**src/pkg/lie_pkg.sv**
```systemverilog
// Package for the link interrupt event register block
package lie_pkg;

  localparam logic [7:0] LIE_OFF_EVENT_SET   = 8'h80;
  localparam logic [7:0] LIE_OFF_EVENT_CLEAR = 8'h84;
  localparam logic [7:0] LIE_OFF_MASK        = 8'h88;
  localparam logic [7:0] LIE_OFF_CONTROL     = 8'h8C;
  localparam logic [7:0] LIE_OFF_PHY_DATA    = 8'h90;

  localparam int LIE_BIT_SOFT      = 29;
  localparam int LIE_BIT_TARDY     = 27;
  localparam int LIE_BIT_PHY_REG   = 26;
  localparam int LIE_BIT_OVERRUN   = 25;
  localparam int LIE_BIT_FATAL     = 24;
  localparam int LIE_BIT_MISMATCH  = 23;
  localparam int LIE_BIT_LOST      = 22;
  localparam int LIE_BIT_SIXTYFOUR = 21;
  localparam int LIE_BIT_NEW_CYCLE = 20;
  localparam int LIE_BIT_PHY_INT   = 19;
  localparam int LIE_BIT_ACCESS    = 18;
  localparam int LIE_BIT_LOW       = 18;
  localparam int LIE_NUM_EVENTS    = 14;

  // Bits that exist; 31, 30 and 28 read zero
  localparam logic [31:0] LIE_EVENT_MASK   = 32'h2FFC_0000;
  localparam logic [31:0] LIE_RESET_EVENTS = 32'h0000_0000;
  localparam logic [31:0] LIE_RESET_MASK   = 32'h0000_0000;

  localparam int CTL_BIT_TARDY_EN  = 0;
  localparam int CTL_BIT_CYC_MSTR  = 1;
  localparam logic [1:0] LIE_RESET_CONTROL = 2'h0;

  localparam int LIE_SECONDS_HI = 6;
  localparam int LIE_PHY_LSB    = 16;

  localparam real LIE_CYCLE_LIMIT_US = 125.0;
  localparam real LIE_CLK_MHZ        = 200.0;
  localparam int  LIE_CYCLE_LIMIT_CYC = int'(LIE_CYCLE_LIMIT_US * LIE_CLK_MHZ);

  localparam logic [1:0] LIE_RESP_OKAY   = 2'h0;
  localparam logic [1:0] LIE_RESP_SLVERR = 2'h2;

  typedef struct packed {
    logic       cycle_start_sent;
    logic       cycle_start_rcvd;
    logic       subaction_gap;
    logic       arb_reset_gap;
    logic [6:0] rx_seconds;
    logic [12:0] rx_count;
  } lie_cycle_s;

  typedef struct packed {
    logic rx_fifo_host_data;
    logic phys_resp_busy;
    logic tardy_ack_sent;
    logic phy_status_int;
    logic phy_reg_valid;
    logic [7:0] phy_reg_byte;
    logic link_clock_missing;
    logic access_attempt;
    logic fatal_error;
  } lie_src_s;

endpackage

```
**src/rtl/lie_axil_slave.sv**
```systemverilog
// AXI4-Lite slave front end: single write and read, one outstanding each
`timescale 1ns/1ps
module lie_axil_slave (
  input  wire logic        aclk,
  input  wire logic        aresetn,
  input  wire logic [7:0]  awaddr,
  input  wire logic        awvalid,
  output logic             awready,
  input  wire logic [31:0] wdata,
  input  wire logic [3:0]  wstrb,
  input  wire logic        wvalid,
  output logic             wready,
  output logic [1:0]       bresp,
  output logic             bvalid,
  input  wire logic        bready,
  input  wire logic [7:0]  araddr,
  input  wire logic        arvalid,
  output logic             arready,
  output logic [31:0]      rdata,
  output logic [1:0]       rresp,
  output logic             rvalid,
  input  wire logic        rready,
  output logic             wr_pulse,
  output logic [7:0]       wr_addr,
  output logic [31:0]      wr_data,
  output logic [3:0]       wr_strb,
  input  wire logic        wr_ok,
  output logic [7:0]       rd_addr,
  input  wire logic [31:0] rd_data,
  input  wire logic        rd_ok
);
  logic aw_held;
  logic w_held;
  wire  aw_take = awvalid && awready;
  wire  w_take  = wvalid && wready;
  wire  ar_take = arvalid && arready;
  wire  next_fire = (aw_held || aw_take) && (w_held || w_take) && !bvalid;

  assign rd_addr = araddr;

  always_ff @(posedge aclk) begin
    if (!aresetn) begin
      awready  <= 1'b0;
      wready   <= 1'b0;
      aw_held  <= 1'b0;
      w_held   <= 1'b0;
      wr_addr  <= 8'h00;
      wr_data  <= 32'h0000_0000;
      wr_strb  <= 4'h0;
      wr_pulse <= 1'b0;
      bvalid   <= 1'b0;
      bresp    <= lie_pkg::LIE_RESP_OKAY;
    end else begin
      awready  <= !aw_held && !aw_take && !bvalid && !next_fire;
      wready   <= !w_held && !w_take && !bvalid && !next_fire;
      if (aw_take) begin
        wr_addr <= awaddr;
      end
      if (w_take) begin
        wr_data <= wdata;
        wr_strb <= wstrb;
      end
      aw_held  <= next_fire ? 1'b0 : (aw_held || aw_take);
      w_held   <= next_fire ? 1'b0 : (w_held || w_take);
      wr_pulse <= next_fire;
      if (wr_pulse) begin
        bvalid <= 1'b1;
        bresp  <= wr_ok ? lie_pkg::LIE_RESP_OKAY : lie_pkg::LIE_RESP_SLVERR;
      end else if (bready) begin
        bvalid <= 1'b0;
      end
    end
  end

  always_ff @(posedge aclk) begin
    if (!aresetn) begin
      arready <= 1'b0;
      rvalid  <= 1'b0;
      rdata   <= 32'h0000_0000;
      rresp   <= lie_pkg::LIE_RESP_OKAY;
    end else begin
      arready <= !rvalid && !ar_take;
      if (ar_take) begin
        rvalid <= 1'b1;
        rdata  <= rd_data;
        rresp  <= rd_ok ? lie_pkg::LIE_RESP_OKAY : lie_pkg::LIE_RESP_SLVERR;
      end else if (rready) begin
        rvalid <= 1'b0;
      end
    end
  end
endmodule

```
**src/rtl/lie_cycle_monitor.sv**
```systemverilog
// Cycle timing watcher: overrun, lost and mismatch detection
`timescale 1ns/1ps
module lie_cycle_monitor (
  input  wire logic             aclk,
  input  wire logic             aresetn,
  input  wire lie_pkg::lie_cycle_s cyc,
  input  wire logic             new_cycle,
  input  wire logic [6:0]       local_seconds,
  input  wire logic [12:0]      local_count,
  input  wire logic             master_en,
  output logic                  overrun,
  output logic                  lost,
  output logic                  mismatch
);
  typedef enum logic [1:0] {LIE_IDLE, LIE_WAIT_START, LIE_SEEN_START} lie_cyc_e;
  lie_cyc_e   state;
  lie_cyc_e   next_state;
  logic [15:0] run_cnt;
  logic        running;
  logic        first_gap;

  wire start_seen = cyc.cycle_start_sent || cyc.cycle_start_rcvd;
  // Early prediction: gap with no start, or arbitration reset before start
  wire predict = (state == LIE_WAIT_START) && !start_seen
                 && ((cyc.subaction_gap && first_gap) || cyc.arb_reset_gap);
  wire missed  = (state == LIE_WAIT_START) && new_cycle && !start_seen;
  wire limit_hit = running
                   && (run_cnt >= 16'(lie_pkg::LIE_CYCLE_LIMIT_CYC));

  always_comb begin
    next_state = state;
    case (state)
      LIE_IDLE:       if (new_cycle) next_state = LIE_WAIT_START;
      LIE_WAIT_START: begin
        if (start_seen) next_state = LIE_SEEN_START;
        else if (predict) next_state = LIE_IDLE;
      end
      LIE_SEEN_START: if (new_cycle) next_state = LIE_WAIT_START;
      default:        next_state = LIE_IDLE;
    endcase
  end

  always_ff @(posedge aclk) begin
    if (!aresetn) begin
      state     <= LIE_IDLE;
      first_gap <= 1'b0;
      run_cnt   <= 16'h0000;
      running   <= 1'b0;
      overrun   <= 1'b0;
      lost      <= 1'b0;
      mismatch  <= 1'b0;
    end else begin
      state     <= next_state;
      first_gap <= new_cycle ? 1'b1 : (cyc.subaction_gap ? 1'b0 : first_gap);
      lost      <= missed || predict;
      mismatch  <= cyc.cycle_start_rcvd && ((cyc.rx_seconds != local_seconds)
                   || (cyc.rx_count != local_count));
      if (cyc.cycle_start_sent && master_en) begin
        running <= 1'b1;
        run_cnt <= 16'h0000;
      end else if (cyc.subaction_gap || limit_hit) begin
        running <= 1'b0;
      end else if (running) begin
        run_cnt <= run_cnt + 16'h0001;
      end
      overrun   <= limit_hit && master_en && !cyc.subaction_gap;
    end
  end
endmodule

```
**src/rtl/lie_event_reg.sv**
```systemverilog
// Link interrupt event register with set and clear addresses over AXI4-Lite
// What this block does
// - Source rising edge or set-write sets bit
// - Only clear-address one-writes clear bits
// - Reads return events ANDed with mask
// - Bits 31, 30, 28 read zero
// - Software event bit set and cleared by writes
// - Tardy event on FIFO, busy, tardy ack
// - PHY byte sets event, readable bits 23-16
// - Cycle master overrun past 125 us sets event
// - Overrun clears cycle master enable
// - Fatal error event on subunit stop
// - Fatal blocks causing contexts' normal events
// - Mismatched received cycle start sets event
// - No cycle start between new cycles: lost
// - Lost cycle may be predicted early
// - Seconds counter bit six change sets event
// - Cycle count LSB toggle sets new cycle
// - PHY status transfer interrupt sets event
// - Failed access sets flag before next access
// - Listed bits reset to zero
//
// The AXI4-Lite interface to the registers was left to the implementer.
`timescale 1ns/1ps
module lie_event_reg (
  input  wire logic                aclk,
  input  wire logic                aresetn,
  input  wire logic [7:0]          awaddr,
  input  wire logic                awvalid,
  output logic                     awready,
  input  wire logic [31:0]         wdata,
  input  wire logic [3:0]          wstrb,
  input  wire logic                wvalid,
  output logic                     wready,
  output logic [1:0]               bresp,
  output logic                     bvalid,
  input  wire logic                bready,
  input  wire logic [7:0]          araddr,
  input  wire logic                arvalid,
  output logic                     arready,
  output logic [31:0]              rdata,
  output logic [1:0]               rresp,
  output logic                     rvalid,
  input  wire logic                rready,
  input  wire lie_pkg::lie_src_s   src,
  input  wire lie_pkg::lie_cycle_s cyc,
  input  wire logic [6:0]          cycle_seconds_field,
  input  wire logic [12:0]         cycle_count_field,
  output logic                     irq,
  output logic                     cycle_master_enable
);
  logic        wr_pulse;
  logic [7:0]  wr_addr;
  logic [31:0] wr_data;
  logic [3:0]  wr_strb;
  logic [7:0]  rd_addr;
  logic [31:0] events;
  logic [31:0] mask;
  logic        tardy_ack_event_enable;
  logic [7:0]  phy_reg_data;
  logic [31:0] src_prev;
  logic        sec_prev;
  logic        cnt_prev;
  logic        wr_hit;
  logic        rd_hit;
  logic [31:0] rd_mux;
  logic        new_cycle_edge;
  logic        overrun;
  logic        lost;
  logic        mismatch;

  lie_axil_slave i_lie_axil_slave (
    .aclk     (aclk),
    .aresetn  (aresetn),
    .awaddr   (awaddr),
    .awvalid  (awvalid),
    .awready  (awready),
    .wdata    (wdata),
    .wstrb    (wstrb),
    .wvalid   (wvalid),
    .wready   (wready),
    .bresp    (bresp),
    .bvalid   (bvalid),
    .bready   (bready),
    .araddr   (araddr),
    .arvalid  (arvalid),
    .arready  (arready),
    .rdata    (rdata),
    .rresp    (rresp),
    .rvalid   (rvalid),
    .rready   (rready),
    .wr_pulse (wr_pulse),
    .wr_addr  (wr_addr),
    .wr_data  (wr_data),
    .wr_strb  (wr_strb),
    .wr_ok    (wr_hit),
    .rd_addr  (rd_addr),
    .rd_data  (rd_mux),
    .rd_ok    (rd_hit)
  );

  lie_cycle_monitor i_lie_cycle_monitor (
    .aclk          (aclk),
    .aresetn       (aresetn),
    .cyc           (cyc),
    .new_cycle     (new_cycle_edge),
    .local_seconds (cycle_seconds_field),
    .local_count   (cycle_count_field),
    .master_en     (cycle_master_enable),
    .overrun       (overrun),
    .lost          (lost),
    .mismatch      (mismatch)
  );

  // Byte enables widened to a bit mask
  wire [31:0] strb_bits = {{8{wr_strb[3]}}, {8{wr_strb[2]}},
                           {8{wr_strb[1]}}, {8{wr_strb[0]}}};
  wire [31:0] wr_bits   = wr_data & strb_bits & lie_pkg::LIE_EVENT_MASK;

  wire sel_set   = wr_pulse && (wr_addr == lie_pkg::LIE_OFF_EVENT_SET);
  wire sel_clr   = wr_pulse && (wr_addr == lie_pkg::LIE_OFF_EVENT_CLEAR);
  wire sel_mask  = wr_pulse && (wr_addr == lie_pkg::LIE_OFF_MASK);
  wire sel_ctl   = wr_pulse && (wr_addr == lie_pkg::LIE_OFF_CONTROL);
  assign wr_hit  = (wr_addr == lie_pkg::LIE_OFF_EVENT_SET)
                   || (wr_addr == lie_pkg::LIE_OFF_EVENT_CLEAR)
                   || (wr_addr == lie_pkg::LIE_OFF_MASK)
                   || (wr_addr == lie_pkg::LIE_OFF_CONTROL);

  wire [31:0] masked = events & mask & lie_pkg::LIE_EVENT_MASK;
  wire [31:0] ctl_word = {30'h0000_0000, cycle_master_enable, tardy_ack_event_enable};
  wire [31:0] phy_word = {8'h00, phy_reg_data, 16'h0000};
  assign rd_hit = (rd_addr == lie_pkg::LIE_OFF_EVENT_SET)
                  || (rd_addr == lie_pkg::LIE_OFF_EVENT_CLEAR)
                  || (rd_addr == lie_pkg::LIE_OFF_MASK)
                  || (rd_addr == lie_pkg::LIE_OFF_CONTROL)
                  || (rd_addr == lie_pkg::LIE_OFF_PHY_DATA);
  assign rd_mux = ((rd_addr == lie_pkg::LIE_OFF_EVENT_SET)
                   || (rd_addr == lie_pkg::LIE_OFF_EVENT_CLEAR)) ? masked
                : (rd_addr == lie_pkg::LIE_OFF_MASK) ? (mask & lie_pkg::LIE_EVENT_MASK)
                : (rd_addr == lie_pkg::LIE_OFF_CONTROL) ? ctl_word
                : (rd_addr == lie_pkg::LIE_OFF_PHY_DATA) ? phy_word
                : 32'h0000_0000;

  // Level sources; hardware sets on their rising edge
  wire tardy_cond = tardy_ack_event_enable && (src.rx_fifo_host_data
                    || src.phys_resp_busy || src.tardy_ack_sent);
  wire access_fail = src.access_attempt && src.link_clock_missing;
  assign new_cycle_edge = cycle_count_field[0] ^ cnt_prev;

  logic [31:0] src_now;
  always_comb begin
    src_now = 32'h0000_0000;
    src_now[lie_pkg::LIE_BIT_TARDY]     = tardy_cond;
    src_now[lie_pkg::LIE_BIT_PHY_REG]   = src.phy_reg_valid;
    src_now[lie_pkg::LIE_BIT_FATAL]     = src.fatal_error;
    src_now[lie_pkg::LIE_BIT_PHY_INT]   = src.phy_status_int;
  end

  // Single-cycle detector outputs are already one pulse per event
  logic [31:0] hw_pulse;
  always_comb begin
    hw_pulse = src_now & ~src_prev;
    hw_pulse[lie_pkg::LIE_BIT_OVERRUN]   = overrun;
    hw_pulse[lie_pkg::LIE_BIT_MISMATCH]  = mismatch;
    hw_pulse[lie_pkg::LIE_BIT_LOST]      = lost;
    hw_pulse[lie_pkg::LIE_BIT_SIXTYFOUR] = cycle_seconds_field[lie_pkg::LIE_SECONDS_HI]
                                           ^ sec_prev;
    hw_pulse[lie_pkg::LIE_BIT_NEW_CYCLE] = new_cycle_edge;
    hw_pulse[lie_pkg::LIE_BIT_ACCESS]    = access_fail;
  end

  // While fatal is pending, the cycle-context events are held off
  localparam logic [31:0] CTX_BITS = 32'h00F0_0000;
  wire [31:0] hw_gated = events[lie_pkg::LIE_BIT_FATAL]
                         ? (hw_pulse & ~CTX_BITS) : hw_pulse;

  wire [31:0] clr_bits = sel_clr ? wr_bits : 32'h0000_0000;
  wire [31:0] set_bits = (sel_set ? wr_bits : 32'h0000_0000) | hw_gated;
  // Set wins over a clear in the same cycle so no event is lost
  wire [31:0] next_events = ((events & ~clr_bits) | set_bits) & lie_pkg::LIE_EVENT_MASK;
  // Request follows a mask write in the same cycle, not one late
  wire [31:0] next_mask = sel_mask ? ((mask & ~strb_bits) | (wr_data & strb_bits)) : mask;

  always_ff @(posedge aclk) begin
    if (!aresetn) begin
      events   <= lie_pkg::LIE_RESET_EVENTS;
      src_prev <= 32'h0000_0000;
      irq      <= 1'b0;
    end else begin
      events   <= next_events;
      src_prev <= src_now;
      irq      <= |(next_events & next_mask);
    end
  end

  always_ff @(posedge aclk) begin
    if (!aresetn) begin
      mask                   <= lie_pkg::LIE_RESET_MASK;
      tardy_ack_event_enable <= lie_pkg::LIE_RESET_CONTROL[lie_pkg::CTL_BIT_TARDY_EN];
      cycle_master_enable    <= lie_pkg::LIE_RESET_CONTROL[lie_pkg::CTL_BIT_CYC_MSTR];
      phy_reg_data           <= 8'h00;
      sec_prev               <= 1'b0;
      cnt_prev               <= 1'b0;
    end else begin
      sec_prev <= cycle_seconds_field[lie_pkg::LIE_SECONDS_HI];
      cnt_prev <= cycle_count_field[0];
      mask     <= next_mask;
      if (sel_ctl && wr_strb[0]) begin
        tardy_ack_event_enable <= wr_data[lie_pkg::CTL_BIT_TARDY_EN];
      end
      if (overrun) begin
        cycle_master_enable <= 1'b0;
      end else if (sel_ctl && wr_strb[0]) begin
        cycle_master_enable <= wr_data[lie_pkg::CTL_BIT_CYC_MSTR];
      end
      if (src.phy_reg_valid) begin
        phy_reg_data <= src.phy_reg_byte;
      end
    end
  end

  property p_clear_only_by_write;
    @(posedge aclk) disable iff (!aresetn)
      ($past(events[lie_pkg::LIE_BIT_SOFT]) && !events[lie_pkg::LIE_BIT_SOFT])
        |-> $past(sel_clr && wr_bits[lie_pkg::LIE_BIT_SOFT]);
  endproperty
  a_clear_only_by_write: assert property (p_clear_only_by_write)
    else $error("event bit cleared without clear write");

  property p_set_write;
    @(posedge aclk) disable iff (!aresetn)
      (sel_set && wr_bits[lie_pkg::LIE_BIT_SOFT]) |=> events[lie_pkg::LIE_BIT_SOFT];
  endproperty
  a_set_write: assert property (p_set_write)
    else $error("set write did not set software event");

  property p_reserved_zero;
    @(posedge aclk) disable iff (!aresetn)
      rvalid |-> (rdata[31:30] == 2'h0) && (rdata[28] == 1'b0);
  endproperty
  a_reserved_zero: assert property (p_reserved_zero)
    else $error("reserved event bit reads nonzero");

  property p_phy_edge;
    @(posedge aclk) disable iff (!aresetn)
      $rose(src.phy_status_int) |=> events[lie_pkg::LIE_BIT_PHY_INT];
  endproperty
  a_phy_edge: assert property (p_phy_edge)
    else $error("phy interrupt edge not latched");

  property p_overrun_master;
    @(posedge aclk) disable iff (!aresetn)
      overrun |=> !cycle_master_enable && events[lie_pkg::LIE_BIT_OVERRUN];
  endproperty
  a_overrun_master: assert property (p_overrun_master)
    else $error("overrun did not drop cycle master");

  property p_irq_level;
    @(posedge aclk) disable iff (!aresetn)
      ##1 (irq == |(events & mask));
  endproperty
  a_irq_level: assert property (p_irq_level)
    else $error("interrupt request disagrees with masked events");

  property p_new_cycle;
    @(posedge aclk) disable iff (!aresetn)
      ($changed(cycle_count_field[0]) && !events[lie_pkg::LIE_BIT_FATAL])
        |=> events[lie_pkg::LIE_BIT_NEW_CYCLE];
  endproperty
  a_new_cycle: assert property (p_new_cycle)
    else $error("count toggle did not set new cycle");

  property p_access_fail;
    @(posedge aclk) disable iff (!aresetn)
      (src.access_attempt && src.link_clock_missing) |=> events[lie_pkg::LIE_BIT_ACCESS];
  endproperty
  a_access_fail: assert property (p_access_fail)
    else $error("failed access not flagged");
endmodule

```
**config.mk**
```make
export PLATFORM = sky130hd
export DESIGN_NAME = lie_event_reg
export DESIGN_NICKNAME = d
export VERILOG_FILES = /design/src/pkg/lie_pkg.sv /design/src/rtl/lie_axil_slave.sv /design/src/rtl/lie_cycle_monitor.sv /design/src/rtl/lie_event_reg.sv
export SDC_FILE = /design/constraint.sdc
export NUM_CORES = 1
export LEC_CHECK = 0
export ABC_AREA = 0
export BUFFER_PORTS_ARGS = -buffer_cell sky130_fd_sc_hd__buf_4
export CORE_MARGIN = 2
export CORE_UTILIZATION = 40
export CTS_BUF_LIST = sky130_fd_sc_hd__clkbuf_2 sky130_fd_sc_hd__clkbuf_4 sky130_fd_sc_hd__clkbuf_8
export DETAILED_ROUTE_END_ITERATION = 16
export PLACE_DENSITY = 0.73
export SYNTH_ARGS = -nofsm -noshare
export SYNTH_HDL_FRONTEND = slang
export SYNTH_SLANG_ARGS = --single-unit
```
**constraint.sdc**
```tcl
create_clock -name aclk -period 2 [get_ports aclk]
set_input_delay 0.1 -clock aclk [delete_from_list [all_inputs] [get_ports aclk]]
set_output_delay 0.1 -clock aclk [all_outputs]
set_load 0.03 [all_outputs]
```
==> metrics <==
Worst VDD drop=314 uV; routability cong.=0.873; minimum clock period=2.25 ns; sequential fraction of the synthesis area=roughly 45%; pre-CTS setup slack=-0.356 ns; Post-DP Area=6160 sq um; die area=13300 sq um; number of synthesis warnings=0; routed wire length=13.2 mm; port buffer count=122; Fillers=1012; Max Cap Viol=0; post-DP HPWL=9.56 mm; Lkg Pwr=slightly below 3 nW; initial antenna violation count=0; Via Count=roughly 4600; chip width=between 100 and 150 um; first-pass GRT wire length=21.0 mm; Fin. Hold Viols=0; Flop pwr share=between 50% and 60%; Psw=between 0.001 and 0.0015 W; failing checks=setup timing; final setup margin=-0.254 ns; DRC=0; internal power component=0.00310 W; post-synthesis compound-gate area fraction=14.1%; ys flop type=dfxtp_1; clock transition at the registers of the reported paths=0.11 ns; NumNets Final=869; vias in the first global route=4541; root buf cell=clkbuf_8; syn avg cell area=around 8.7 sq um; average routed wire per standard cell=14.4 um; fmax=444 MHz; clock share of power=29.8%; Mapped Area=4950 sq um; status=finished with violations; Initial Utilization=between 40% and 50%; Gate power share=approximately 16%; unrepaired setup endpoints after global routing=yes; layout cells sized above 1=about 28%; hold_ws=0.0130 ns; Max FO, Critical Path=7; cts bufs inserted=9; PwrDens=~630 nW/um^2; Setup Crit Path Kind=reg -> reg; Antenna Cells=0; adder-cell share of the synthesized area=0.505%; # rows=40; Critical Path AT=2.53 ns; FF/Latch Area=2230 sq um; total global-route track usage=19.7%; Post-synth ARST share=0%; synthesized-area fraction occupied by and/or/nand/nor cells=24.3%; Worst Setup End Kind=flop; switch share=28.0%; Worst-Skew Late Latency=0.38 ns; Least-Margin Pin Slew=0.628 ns; vias per cell=5.03; DRT antenna net count=0; number of detailed-route iterations in the first pass=5; GRT Residual Overflow=0; CP Launch Type=flop; synthesis-stage register bit count=111; final std cell area, no fill=6880 sq um; Core ar.=12100 sq um; Rel. slew slack=58.0%; xor/xnor share of the synthesized area=4.95%; Layout Area Growth over Synthesis=38.9%; final max-slew violation count=0; Top Ports=162; final cycle utilization of the critical path=113%; Clock Sinks=111; Post-Syn Instances=around 570; DRC violation total after the first TritonRoute iteration=260; largest net degree at the start of global routing=47; CTS tree=done; synth unique cells=68; htree depth=3; mux contribution to synthesized area=approximately 5.2%; final-report setup violation count=1; main combinational cell family by area after synthesis=simple AND/OR/NAND/NOR gates; CTS max path bufs=2; Hold WC Path Type=in -> reg; multi-input logic area=around 2600 sq um; WP data required=approximately 2.3 ns; chip height=approximately 120 um; Fin Clk Skew=0.0119 ns; Post-synth EDFFs=0
==> cell usage after synthesis (2+ instances only) <==
library cell	number	area, sq um
a311o_1	2	20.0
a221oi_1	9	78.8
nand2_1	67	251
or2_2	2	12.5
and3b_1	2	17.5
and3_1	4	25.0
nand4_1	10	62.6
mux2i_1	18	180
xor2_1	9	78.8
o21ai_0	6	30.0
a221o_1	3	30.0
a21boi_1	2	15.0
clkbuf_1	23	86.3
nand2b_1	6	37.5
ha_1	2	25.0
or3_1	5	31.3
nor2_1	50	188
a21o_1	12	90.1
inv_1	14	52.6
nor2b_1	4	25.0
buf_4	19	143
mux2_2	6	67.6
nor3_1	18	90.1
and4_1	2	17.5
o21a_1	2	15.0
and2_2	2	15.0
a31oi_1	2	12.5
dfxtp_1	111	2220
nor4_1	7	43.8
and2_1	17	106
a21oi_1	53	265
nand3_1	22	110
xnor2_1	19	166
o31ai_1	2	15.0
or4_1	2	15.0
==> area by class of cell <==
type / instances / share of cell area, %
Multi-Input combinational cell: 415 / 38.0
Sequential cell: 111 / 32.4
Timing Repair Buffer: 196 / 23.0
Tap cell: 168 / 3.06
Clock buffer: 9 / 1.80
Clock inverter: 7 / 0.909
Inverter: 15 / 0.818
==> registers in the layout, summed over array words and instances (netlist names), 4 cells and up <==
signal                       count
i_lie_cycle_monitor.run_cnt     16
i_lie_axil_slave.rdata          15
i_lie_axil_slave.wr_data        13
events                          11
mask                            11
i_lie_axil_slave.wr_addr         8
phy_reg_data                     8
src_prev                         4
==> logic make-up (layout without fill, tap and decap cells) <==
| group | Yosys count | count (layout) |
|---|---|---|
| simple gates | 234 | 234 |
| flops | 111 | 111 |
| compound gates | 107 | 107 |
| buf+inv | 59 | 227 |
| xor+xnor | 28 | 28 |
| mux | 25 | 25 |
| fa+ha+maj | 2 | 2 |
| other cells | 1 | 19 |
==> power groups by stage <==
stage / logic, W / registers [W] / clock network, W
after global placement: 0.000580 / 0.00240 / 0
after global routing: 0.000731 / 0.00237 / 0.00139
after CTS: 0.000658 / 0.00235 / 0.00131
final: 0.000674 / 0.00235 / 0.00128
after floorplan: 0.000321 / 0.00242 / 0
after detailed placement: 0.000594 / 0.00240 / 0
==> routing by layer <==
layer,GRT usage (%),vias up,part of all wire (%)
li1,-,2309,-
met1,23.4,2170,42
met2,35.7,134,52
met3,3.53,23,4.4
met4,6.91,0,1.8
met5,0,-,0
==> what timing repair did <==
| action | CTS | global route |
|---|---|---|
| cloned | 0 | 0 |
| gates resized for setup | 3 | 23 |
| setup endpoints to repair | 5 | 7 |
| hold endpoints to repair | 40 | 0 |
| pin swaps | 5 | 9 |
| buffers inserted | 0 | 3 |
| hold buffers | 40 | 0 |
==> stage by stage <==
step	TNS (ns)	utilization, %	std cells	power (W)
after global placement	-0.304	51.0	862	0.00298
after CTS	-0.371	56.0	918	0.00432
final	-0.254	57.0	921	0.00431
after global routing	-0.318	57.0	921	0.00448
after detailed placement	-0.396	51.0	862	0.00299
after floorplan	-0.196	-	585	0.00274
==> layout by cell type (no fill, tap or decap), types with 6 or more instances in the layout <==
| cell | instances |
|---|---|
| a21oi_1 | 50 |
| nor2_1 | 50 |
| conb_1 | 19 |
| o21ai_0 | 6 |
| xor2_1 | 9 |
| a21o_1 | 12 |
| nand4_1 | 10 |
| mux2_2 | 7 |
| nand3_1 | 22 |
| inv_1 | 14 |
| mux2i_1 | 18 |
| buf_4 | 155 |
| dfxtp_1 | 105 |
| nor3_1 | 18 |
| clkbuf_8 | 9 |
| nand2_1 | 67 |
| dlygate4sd3_1 | 40 |
| xnor2_1 | 19 |
| and2_1 | 17 |
| nor4_1 | 7 |
| nand2b_1 | 6 |
| a221oi_1 | 7 |
==> critical path, stage by stage, from the launching register on <==
cell and delay [ns]:
dfxtp_2 0.35, or3_4 0.42, nor4b_4 0.21, buf_4 0.18, nand2_1 0.06, a221o_1 0.31
a221o_1 0.31, o41a_1 0.31
==> path summary, 6_finish.rpt <==
check / from / endpoint / slack, ns / cells after the start
worst min register to register: i_lie_axil_slave.w_held / i_lie_axil_slave.wready / 0.45 / 1
worst max register to register: i_lie_axil_slave.wr_addr[0] / irq / -0.25 / 7
worst max-delay path: i_lie_axil_slave.wr_addr[0] / irq / -0.25 / 7
worst min-delay path: awaddr[7] / i_lie_axil_slave.wr_addr[7] / 0.01 / 3
Power figures use the tool's default switching activity.
